`config.mk`:
```
export PLATFORM = sky130hd
export DESIGN_NAME = bus_buffer
export DESIGN_NICKNAME = d
export VERILOG_FILES = /design/src/bus_buffer_pkg.sv /design/src/pin_levels_if.sv /design/src/bus_buffer.sv /design/src/pin_filter.sv
export VERILOG_INCLUDE_DIRS = /design/src /design/src/src
export SDC_FILE = /design/constraint.sdc
export NUM_CORES = 1
export LEC_CHECK = 0
export ABC_CLOCK_PERIOD_IN_PS = 2900
export BUFFER_PORTS_ARGS = -buffer_cell sky130_fd_sc_hd__buf_4
export CORE_UTILIZATION = 55
export DETAILED_ROUTE_END_ITERATION = 6
export PLACE_DENSITY = 0.69
export REMOVE_ABC_BUFFERS = 1
export SKIP_LAST_GASP = 1
export SYNTH_ARGS = -nofsm -noshare
export SYNTH_HDL_FRONTEND = slang
export SYNTH_SLANG_ARGS = --single-unit
export TNS_END_PERCENT = 30
```
`constraint.sdc`:
```
create_clock -name CLK -period 2.9 [get_ports CLK]
set_input_delay 0.58 -clock CLK [delete_from_list [all_inputs] [get_ports CLK]]
set_output_delay 0.58 -clock CLK [all_outputs]
set_load 0.02 [all_outputs]
```
`src/bus_buffer_regs.svh`:
```
// timing constants for the two-wire bus buffer connection control
// assumes a 125 MHz timing clock; counts are derived from the nominal times
`ifndef BUS_BUFFER_REGS_SVH
`define BUS_BUFFER_REGS_SVH

// -----------------------------------------------------------------------------
// clock and times
// -----------------------------------------------------------------------------
`define CLK_PERIOD_PS 8000
`define STUCK_TIME_MS 30
`define IDLE_TIME_US 95
`define PULSE_HALF_US 5
`define PULSE_MAX 16

// -----------------------------------------------------------------------------
// derived cycle counts (longest times round down, least times round up)
// -----------------------------------------------------------------------------
// scaled in nanoseconds so that the product stays inside a 32-bit integer
`define STUCK_CYCLES ((`STUCK_TIME_MS * 1000000) / (`CLK_PERIOD_PS / 1000))
`define IDLE_CYCLES ((`IDLE_TIME_US * 1000000 + `CLK_PERIOD_PS - 1) / `CLK_PERIOD_PS)
`define PULSE_HALF_CYCLES ((`PULSE_HALF_US * 1000000) / `CLK_PERIOD_PS)
`define BLANK_CYCLES 8

`endif

```
`src/bus_buffer_pkg.sv`:
```
// types shared by the bus buffer modules
// assumes nothing beyond a SystemVerilog tool
package bus_buffer_pkg;

	// connection state, one-hot
	typedef enum logic [4:0]
	{
		ST_OFF = 5'h01,
		ST_WAIT = 5'h02,
		ST_LINK = 5'h04,
		ST_PULSE = 5'h08,
		ST_CLEAR = 5'h10
	} conn_state_t;

	// which side currently pulls a connected line low
	typedef enum logic [1:0]
	{
		OWN_NONE = 2'h0,
		OWN_BP = 2'h1,
		OWN_CARD = 2'h2
	} line_owner_t;

endpackage

```
`src/pin_levels_if.sv`:
```
// filtered pin levels and edges passed from the pin filter to the control
// assumes both ends run on the same clock
`timescale 1ns/1ps

interface pin_levels_if;
	logic [4:0] lvl;
	logic [4:0] rise;
	logic [4:0] fall;

	modport src (output lvl, output rise, output fall);
	modport dst (input lvl, input rise, input fall);
endinterface

```
`src/bus_buffer.sv`:
```
// connection control of a hot-swappable two-wire bus buffer
// assumes open-drain lines with external pull-ups; the bench resolves the wires
`timescale 1ns/1ps
`include "bus_buffer_regs.svh"

module bus_buffer
	import bus_buffer_pkg::*;
#(
	parameter int STUCK_CYCLES = `STUCK_CYCLES,
	parameter int IDLE_CYCLES = `IDLE_CYCLES
)
(
	// clock and reset
	input wire logic CLK,
	input wire logic ARST_N,
	// control
	input wire logic ENABLE,
	// backplane side lines
	input wire logic BACKPLANE_DATA_LINE_I,
	output logic BACKPLANE_DATA_LINE_O,
	output logic BACKPLANE_DATA_LINE_OE,
	input wire logic BACKPLANE_CLOCK_LINE_I,
	output logic BACKPLANE_CLOCK_LINE_O,
	output logic BACKPLANE_CLOCK_LINE_OE,
	// card side lines
	input wire logic CARD_DATA_LINE_I,
	output logic CARD_DATA_LINE_O,
	output logic CARD_DATA_LINE_OE,
	input wire logic CARD_CLOCK_LINE_I,
	output logic CARD_CLOCK_LINE_O,
	output logic CARD_CLOCK_LINE_OE,
	// open-drain connection status
	output logic READY_O,
	output logic READY_OE
);
	// -------------------------------------------------------------------------
	// filtered pins: [0] bp data, [1] bp clock, [2] card data, [3] card clock,
	// [4] enable
	// -------------------------------------------------------------------------
	pin_levels_if lv ();

	pin_filter u_filter
	(
		.clk(CLK),
		.arst_n(ARST_N),
		.pins({ENABLE, CARD_CLOCK_LINE_I, CARD_DATA_LINE_I,
			BACKPLANE_CLOCK_LINE_I, BACKPLANE_DATA_LINE_I}),
		.lv(lv)
	);

	logic [1:0] bp_lvl;
	logic [1:0] card_lvl;
	logic en;
	logic stop_seen;

	assign bp_lvl = lv.lvl[1:0];
	assign card_lvl = lv.lvl[3:2];
	assign en = lv.lvl[4];
	// stop: backplane data rises while backplane clock is high
	assign stop_seen = lv.rise[0] & lv.lvl[1];

	// -------------------------------------------------------------------------
	// timers
	// -------------------------------------------------------------------------
	conn_state_t state_q;
	conn_state_t state_d;
	logic [23:0] stuck_q;
	logic [23:0] idle_q;
	logic stuck_hit;
	logic idle_hit;

	assign stuck_hit = (stuck_q == 24'(STUCK_CYCLES - 1));
	assign idle_hit = (idle_q == 24'(IDLE_CYCLES - 1));

	// stuck-low timer counts one unbroken low period on the card side
	always_ff @(posedge CLK or negedge ARST_N)
	begin
		if (!ARST_N)
			stuck_q <= 24'h000000;
		else if (((state_q != ST_WAIT) && (state_q != ST_LINK)) || (&card_lvl))
			stuck_q <= 24'h000000;
		else if (!stuck_hit)
			stuck_q <= stuck_q + 24'h000001;
	end

	// idle timer needs both backplane lines high without a break
	always_ff @(posedge CLK or negedge ARST_N)
	begin
		if (!ARST_N)
			idle_q <= 24'h000000;
		else if ((state_q != ST_WAIT) || !(&bp_lvl))
			idle_q <= 24'h000000;
		else if (!idle_hit)
			idle_q <= idle_q + 24'h000001;
	end

	// -------------------------------------------------------------------------
	// recovery pulse generator on the card clock line
	// -------------------------------------------------------------------------
	logic [9:0] half_q;
	logic pulse_low_q;
	logic [4:0] pulses_q;
	logic half_end;
	logic pulse_done;

	assign half_end = (half_q == 10'(`PULSE_HALF_CYCLES - 1));
	// stop early once the card data line is released: the bus is free
	assign pulse_done = (state_q == ST_PULSE) && half_end && !pulse_low_q &&
		((pulses_q == 5'(`PULSE_MAX)) || card_lvl[0]);

	always_ff @(posedge CLK or negedge ARST_N)
	begin
		if (!ARST_N)
		begin
			half_q <= 10'h000;
			pulse_low_q <= 1'b1;
			pulses_q <= 5'h00;
		end
		else if (state_q != ST_PULSE)
		begin
			half_q <= 10'h000;
			pulse_low_q <= 1'b1;
			pulses_q <= 5'h00;
		end
		else if (!half_end)
			half_q <= half_q + 10'h001;
		else
		begin
			half_q <= 10'h000;
			if (pulse_low_q)
			begin
				pulse_low_q <= 1'b0;
				pulses_q <= pulses_q + 5'h01;
			end
			else
				pulse_low_q <= 1'b1;
		end
	end

	// -------------------------------------------------------------------------
	// connection state machine
	// -------------------------------------------------------------------------
	always_comb
	begin
		state_d = state_q;
		case (state_q)
			ST_OFF:
				if (en)
					state_d = ST_WAIT;
			ST_WAIT:
				if (!en)
					state_d = ST_OFF;
				else if (stuck_hit)
					state_d = ST_PULSE;
				else if (stop_seen || idle_hit)
					state_d = ST_LINK;
			ST_LINK:
				if (!en)
					state_d = ST_OFF;
				else if (stuck_hit)
					state_d = ST_PULSE;
			ST_PULSE:
				if (!en)
					state_d = ST_OFF;
				else if (pulse_done)
					state_d = ST_CLEAR;
			ST_CLEAR:
				if (!en)
					state_d = ST_OFF;
				else if (&card_lvl)
					state_d = ST_LINK;
			default:
				state_d = ST_OFF;
		endcase
	end

	always_ff @(posedge CLK or negedge ARST_N)
	begin
		if (!ARST_N)
			state_q <= ST_OFF;
		else
			state_q <= state_d;
	end

	// -------------------------------------------------------------------------
	// buffer direction per line; the side that pulled low first owns the line, the backplane side if both did in one cycle
	// -------------------------------------------------------------------------
	line_owner_t own_q [2];
	logic [3:0] blank_q [2];

	// after release the far side is ignored for a while, because its own low
	// level still travels through the filter and would otherwise latch back
	function automatic line_owner_t next_owner(line_owner_t cur, logic bp, logic card,
		logic blanked);
		line_owner_t nxt;
		nxt = cur;
		case (cur)
			OWN_NONE:
				if (!blanked && !bp)
					nxt = OWN_BP;
				else if (!blanked && !card)
					nxt = OWN_CARD;
			OWN_BP:
				if (bp)
					nxt = OWN_NONE;
			OWN_CARD:
				if (card)
					nxt = OWN_NONE;
			default:
				nxt = OWN_NONE;
		endcase
		return nxt;
	endfunction

	always_ff @(posedge CLK or negedge ARST_N)
	begin
		if (!ARST_N)
		begin
			for (int i = 0; i < 2; i++)
			begin
				own_q[i] <= OWN_NONE;
				blank_q[i] <= 4'h0;
			end
		end
		else
		begin
			for (int i = 0; i < 2; i++)
			begin
				if (state_q != ST_LINK)
				begin
					own_q[i] <= OWN_NONE;
					blank_q[i] <= 4'h0;
				end
				else
				begin
					own_q[i] <= next_owner(own_q[i], bp_lvl[i], card_lvl[i],
						blank_q[i] != 4'h0);
					if ((own_q[i] != OWN_NONE) &&
						(next_owner(own_q[i], bp_lvl[i], card_lvl[i], 1'b1) == OWN_NONE))
						blank_q[i] <= 4'(`BLANK_CYCLES);
					else if (blank_q[i] != 4'h0)
						blank_q[i] <= blank_q[i] - 4'h1;
				end
			end
		end
	end

	// -------------------------------------------------------------------------
	// pin drivers, all registered; lines only ever pull low
	// -------------------------------------------------------------------------
	logic bp_data_oe_q;
	logic bp_clk_oe_q;
	logic card_data_oe_q;
	logic card_clk_oe_q;
	logic ready_oe_q;
	logic low_q;

	always_ff @(posedge CLK or negedge ARST_N)
	begin
		if (!ARST_N)
		begin
			bp_data_oe_q <= 1'b0;
			bp_clk_oe_q <= 1'b0;
			card_data_oe_q <= 1'b0;
			card_clk_oe_q <= 1'b0;
		end
		else
		begin
			bp_data_oe_q <= (state_q == ST_LINK) && (own_q[0] == OWN_CARD);
			bp_clk_oe_q <= (state_q == ST_LINK) && (own_q[1] == OWN_CARD);
			card_data_oe_q <= (state_q == ST_LINK) && (own_q[0] == OWN_BP);
			card_clk_oe_q <= ((state_q == ST_LINK) && (own_q[1] == OWN_BP)) ||
				((state_q == ST_PULSE) && pulse_low_q);
		end
	end

	// ready is released high while connected, pulled low otherwise
	always_ff @(posedge CLK or negedge ARST_N)
	begin
		if (!ARST_N)
		begin
			ready_oe_q <= 1'b1;
			low_q <= 1'b0;
		end
		else
		begin
			ready_oe_q <= (state_d != ST_LINK);
			low_q <= 1'b0;
		end
	end

	assign BACKPLANE_DATA_LINE_O = low_q;
	assign BACKPLANE_DATA_LINE_OE = bp_data_oe_q;
	assign BACKPLANE_CLOCK_LINE_O = low_q;
	assign BACKPLANE_CLOCK_LINE_OE = bp_clk_oe_q;
	assign CARD_DATA_LINE_O = low_q;
	assign CARD_DATA_LINE_OE = card_data_oe_q;
	assign CARD_CLOCK_LINE_O = low_q;
	assign CARD_CLOCK_LINE_OE = card_clk_oe_q;
	assign READY_O = low_q;
	assign READY_OE = ready_oe_q;
endmodule

```
`src/pin_filter.sv`:
```
// three-flop synchroniser and agreement filter for the asynchronous inputs
// assumes lines idle high (pulled up) and the enable idles low after reset
`timescale 1ns/1ps

module pin_filter
(
	// clock and reset
	input wire logic clk,
	input wire logic arst_n,
	// raw pins
	input wire logic [4:0] pins,
	// filtered levels
	pin_levels_if.src lv
);
	logic [4:0] s1_q;
	logic [4:0] s2_q;
	logic [4:0] s3_q;
	logic [4:0] lvl_q;
	logic [4:0] rise_q;
	logic [4:0] fall_q;

	// -------------------------------------------------------------------------
	// synchroniser chain; s1 feeds only s2
	// -------------------------------------------------------------------------
	always_ff @(posedge clk or negedge arst_n)
	begin
		if (!arst_n)
		begin
			s1_q <= 5'h0F; // enable starts off, so no false wait follows reset
			s2_q <= 5'h0F;
			s3_q <= 5'h0F;
		end
		else
		begin
			s1_q <= pins;
			s2_q <= s1_q;
			s3_q <= s2_q;
		end
	end

	// a change counts only once the second and third stages agree
	always_ff @(posedge clk or negedge arst_n)
	begin
		if (!arst_n)
		begin
			lvl_q <= 5'h0F;
			rise_q <= 5'h00;
			fall_q <= 5'h00;
		end
		else
		begin
			for (int i = 0; i < 5; i++)
			begin
				rise_q[i] <= 1'b0;
				fall_q[i] <= 1'b0;
				if (s2_q[i] == s3_q[i])
				begin
					lvl_q[i] <= s3_q[i];
					rise_q[i] <= s3_q[i] & ~lvl_q[i];
					fall_q[i] <= ~s3_q[i] & lvl_q[i];
				end
			end
		end
	end

	assign lv.lvl = lvl_q;
	assign lv.rise = rise_q;
	assign lv.fall = fall_q;
endmodule

```
### Word-level counts from Yosys, hierarchy flattened

Index checks and enable logic that the tools add are counted.

| cells by class | value |
|---|---|
| add/subtract/negate cells | 6 |
| multiply operators | 0 |
| divide/modulo/power cells | 0 |
| $lt $le $gt $ge | 0 |
| eq/ne operators | 26 |
| shift operators | 0 |
| muxes and demuxes | 46 |
| bitwise gates (word level) | 3 |
| reduce and logical (&&, ||, !) cells | 43 |

Operator list:

| operator | count |
|---|---|
| $mux W24 | 4 |
| $mux W5 | 13 |
| $add A24 B1 Y24 const B | 2 |
| $pmux W5 S5 | 1 |
| $eq A24 B14 Y1 const B | 1 |
| $eq A24 B22 Y1 const B | 1 |
| $mux W2 | 12 |
| $mux W4 | 6 |
| $pmux W2 S3 | 4 |
| $mux W10 | 2 |
| $logic_and A1 B1 Y1 | 15 |
| $add A10 B1 Y10 const B | 1 |
| $eq A10 B10 Y1 const B | 1 |
| $eq A5 B5 Y1 const B | 2 |
| $ne A5 B3 Y1 const B | 2 |
| $logic_not A1 Y1 | 8 |
| $logic_not A2 Y1 | 4 |
| $ne A4 B4 Y1 const B | 2 |
| $reduce_bool A2 Y1 | 4 |
| $reduce_bool A4 Y1 | 2 |
| $sub A4 B1 Y4 const B | 2 |
| $reduce_and A2 Y1 | 3 |
| $reduce_bool A3 Y1 | 2 |
| $add A5 B1 Y5 const B | 1 |
| 14 further kinds | 29 |

| word-level totals | value |
|---|---|
| bits in registers | 107 |
| bits in latches | 0 |
| RAM bits | 0 |
| memory bits (read-only) | 0 |
| input bits | 7 |
| output and inout bits | 10 |
| logic and storage cells | 148 |
| memories kept | 0 |

### Depth between registers and ports, before layout

| logic depth | value |
|---|---|
| depth after elaboration | 8 |
| mapped depth | 8 |
| mapped depth without buffers | 7 |

### By module

A second synthesis with hierarchy kept.

| unflattened totals | value |
|---|---|
| cell total of the unflattened synthesis | 489 |
| area, all modules | 5,267.6 µm² |

By module, submodules not included:

| module | instances | cells each | area each (µm²) | sequential area each (µm²) |
|---|---|---|---|---|
| bus_buffer | 1 | 444 | 4,352.9 | 2,155.8 |
| pin_filter | 1 | 45 | 914.6 | 770.7 |

### Least setup slack after synthesis

No wires, ideal clock.

| timing | value |
|---|---|
| kind | register -> register |
| from | reg half_q[3] |
| to | reg state_q[4] |
| setup time | 0.076 ns |
| arrival | 2.015 ns |
| required time | 2.824 ns |
| path slack | 0.809 ns |
| cell stages (with the launch flop) | 6 |
| buffers on the path | 1 |
| period minus slack after synthesis | 2.091 ns |
| cell sequence | dfrtp_1 or4b_1 or3_1 clkbuf_2 or4_1 o21ai_1 |

| between the ends | value |
|---|---|
| word-level cells in the longest chain between the ends | 7 |

RTL lines:

| item | line | text |
|---|---|---|
| start: declaration | bus_buffer.sv:100 | `logic [9:0] half_q;` |
| start signal: assignment | bus_buffer.sv:126 | `half_q <= half_q + 10'h001;` |
| $eq A10 B10 Y1 | bus_buffer.sv:106 | `` assign half_end = (half_q == 10'(`PULSE_HALF_CYCLES - 1)); `` |
| $logic_and A1 B1 Y1 (3 in a row) | bus_buffer.sv:108 | `assign pulse_done = (state_q == ST_PULSE) && half_end && !pulse_low_q &&` |
| $mux W5 | bus_buffer.sv:165 | `else if (pulse_done)` |
| $mux W5 | bus_buffer.sv:163 | `if (!en)` |
| $pmux W5 S5 | bus_buffer.sv:146 | `case (state_q)` |
| named net state_d[4] | bus_buffer.sv:66 | `conn_state_t state_d;` |
| end signal: assignment | bus_buffer.sv:182 | `state_q <= state_d;` |
| end: declaration | bus_buffer.sv:65 | `conn_state_t state_q;` |

The timed path passes the listed nets, and every way through them passes these cells.
A chain may end at the register's enable or synchronous reset.

### Worst setup path in the final report

| timing | value |
|---|---|
| from | reg half_q[3] |
| to | reg state_q[2] |

The elaborated chain is that of the path after synthesis.

==> results.md <==
- Initial antenna violation count: 0
- Fraction of the mapped netlist area in adder cells: 3.29%
- I/O pins: 17
- Placed cells: 593
- HP Class: primary input to asynchronous set/reset pin
- Clock Tree Buf Depth: 2
- Post-synthesis simple-gate area fraction: 23.6%
- Vias in the first global route: 3351
- Vias per std cell: 5.52
- Synth warn: 0
- Die Height: 96.8 µm
- Cell variety after synth: 46
- Final worst path period share: 75.4%
- Initial core utilization: 56.6%
- Clk pin slew, worst setup/hold paths: 0.10 ns
- Async set or reset register ratio after synthesis: 100%
- Number of max-cap violations: 0
- Clock sinks: 107
- Finished Layout Cells: 609
- Core ar.: 8720 µm²
- Root cell of the clock tree: clkbuf_8
- Total GRT Usage: 19.6%
- RSZ-0062 raised after global routing: no
- Postcts setup bufs: 0
- Peak supply drop: 0.277 mV
- Synth Flop Type: dfrtp_1
- Hold Violations, Final: 0
- Dominant combinational cell family by area after synthesis: simple AND/OR/NAND/NOR gates
- Commonest non-fill, non-tap cells in the layout: dfrtp_1, nor2_1, nand2_1, xor2_1, xnor2_1
- Post-route minimum period: 2.19 ns
- Outcome: finished clean
- Overflow after GRT: 0
- Final WL: 8.40 mm
- Critical path class: flop to flop
- Final Wtd Congestion: 0.761
- Post-Route Skew: 0.0137 ns
- Synth Area in Compound Gates: 5.02%
- R2R Path Start: half_q[3]
- Post-synth EDFFs: 0
- DP Wirelength: 5.69 mm
- Pleak: 2.18 nW
- Net count, final: 512
- Die Area: 9360 µm²
- Routed len/inst: 13.8 µm
- Clk Latency, worst-skew pair: 0.37 ns
- First-pass GRT wire length: 15.0 mm
- Critical path launch point: half_q[3]
- Pin count of the biggest net entering global routing: 81
- Most common cell after layout, fill and taps aside: dfrtp_1
- CTS Buf Count: 9
- Area Overhead vs Synth: 7.85%
- # diodes: 0
- CP endpoint kind: flop
- Number of buffers inserted by hold repair at cts: 0
- Slew HR: 44.0%
- Post-route antenna net violation count: 0
- PD cells: 481 nW/µm²
- Layout cells sized above 1: 11.6%
- Register area share after synthesis: 54.7%
- Synth Area in XOR/XNOR: 9.75%
- I/O Buffers: 11
- DRT Pass-1 Iters: 6
- Yosys reg bits: 107
- Syn Area/Cell: 10.3 µm²
- Worst Path Max Fanout: 6
- Setup TNS: 0 ns
- Maximum clock frequency: 0.457 GHz
- Slew Limit Fails: 0
- CP startpoint kind: flop
- Drt drc: 0
- Layout fillers: 710
- CTS tree: yes
- Worst Max-Slew Pin Slew: 0.839 ns
- Initial DRC Count: 121
- H-tree levels: 3
- Required time worst endpoint: 3.15 ns
- Post-synthesis cell count: 480
- CTS resizes: 0
- Vias: 3362
- Final setup viols: 0
- Num rows: 34
- Worst path arrival time: 2.44 ns
- Mux cell area share after synthesis: 0.659%
- Die W: 96.8 µm
- Combined area of all synthesized cells: 4940 µm²
[flip-flops by register name, summed over array words and instances, names as in the netlist]
| name | flops |
|---|---|
| blank_q | 8 |
| u_filter.lv.lvl | 5 |
| stuck_q | 24 |
| u_filter.s3_q | 5 |
| pulse_low_q | 1 |
| BACKPLANE_CLOCK_LINE_OE | 1 |
| u_filter.s2_q | 5 |
| u_filter.lv.rise | 1 |
| BACKPLANE_DATA_LINE_OE | 1 |
| idle_q | 24 |
| u_filter.s1_q | 5 |
| half_q | 10 |
| CARD_DATA_LINE_OE | 1 |
| CARD_CLOCK_LINE_OE | 1 |
| own_q | 4 |
| pulses_q | 5 |
| READY_OE | 1 |
| state_q | 5 |
[metrics by stage]
stage	power [mW]	setup WS, ns	util, %	hold slack, ns	cell area (µm²)
after floorplan	1.67	0.841	-	0.284	4880
after global placement	1.73	0.749	59.0	0.334	5140
after detailed placement	1.73	0.729	59.0	0.342	5140
after CTS	2.60	0.700	61.1	0.114	5330
after global routing	2.67	0.570	61.1	0.125	5330
final	2.56	0.712	61.1	0.113	5330
[path summary, 6_finish.rpt]
path / end / slack, ns / cells past startpoint
worst min-delay path: half_q[2] / 0.11 / 1
max in group asynchronous: u_filter.s2_q[3] / 2.03 / 2
worst max register to register: state_q[2] / 0.71 / 5
worst min register to register: u_filter.s2_q[3] / 0.36 / 0
min in group CLK: u_filter.s1_q[0] / 0.30 / 1
worst max-delay path: state_q[2] / 0.71 / 5
[cell families (layout without fill, tap and decap cells)]
kind of cell    after synthesis  in the layout
buf+inv                      33             50
other cells                   1              5
fa+ha+maj                    14             14
mux                           3              3
simple gates                225            225
flops                       107            107
compound gates               42             42
xor+xnor                     55             55
[final cells by class]
cell class,instances,area (µm²),share of cell area [%]
sequential,107,2700,50.7
multi-input combinational,344,2110,39.6
tap,108,135,2.54
timing repair buffer,16,133,2.49
clock buffer,9,124,2.33
inverter,18,67.6,1.27
clock inverter,7,57.6,1.08
[routing by layer]
metal,vias up,part of all wire [%],global-route usage [%]
met5,-,0,0
met4,0,1.3,7.81
met3,8,3.0,4.34
li1,1668,-,-
met2,44,47,31.7
met1,1642,48,25.7
[where the power goes]
| group | switching, mW | internal [mW] |
|---|---|---|
| registers | 0.0346 | 1.54 |
| clock network | 0.531 | 0.326 |
| logic | 0.0883 | 0.0432 |
| total | 0.654 | 1.91 |
[synthesized netlist by cell type, drive strengths merged (2+ instances only)]
master	n	area share (%)
nor3b	6	0.91
nand3b	4	0.61
inv	18	1.4
o21ai	14	1.4
xor2	32	5.7
nor3	9	0.91
maj3	5	1.0
clkbuf	10	0.79
or4	2	0.30
a21oi	20	2.0
mux2	2	0.46
nand2b	6	0.76
nand2	32	2.4
xnor2	23	4.1
nor4bb	2	0.41
or4b	2	0.41
nor2	80	6.1
and3	14	1.8
or3	10	1.3
dfstp	19	10
nor4b	4	0.71
and4	5	0.89
nand4b	2	0.35
nand3	18	1.8
ha	9	2.3
nand4	15	1.9
dfrtp	88	45
buf	5	0.76
nor4	11	1.5
[critical path, stage by stage, from the launching register on]
cell	delay (ns)
dfrtp_1	0.44
or4b_1	0.54
or3_1	0.47
o311ai_2	0.30
o21ai_0	0.16
a2bb2oi_1	0.15
(Power assumes the default switching activity.)
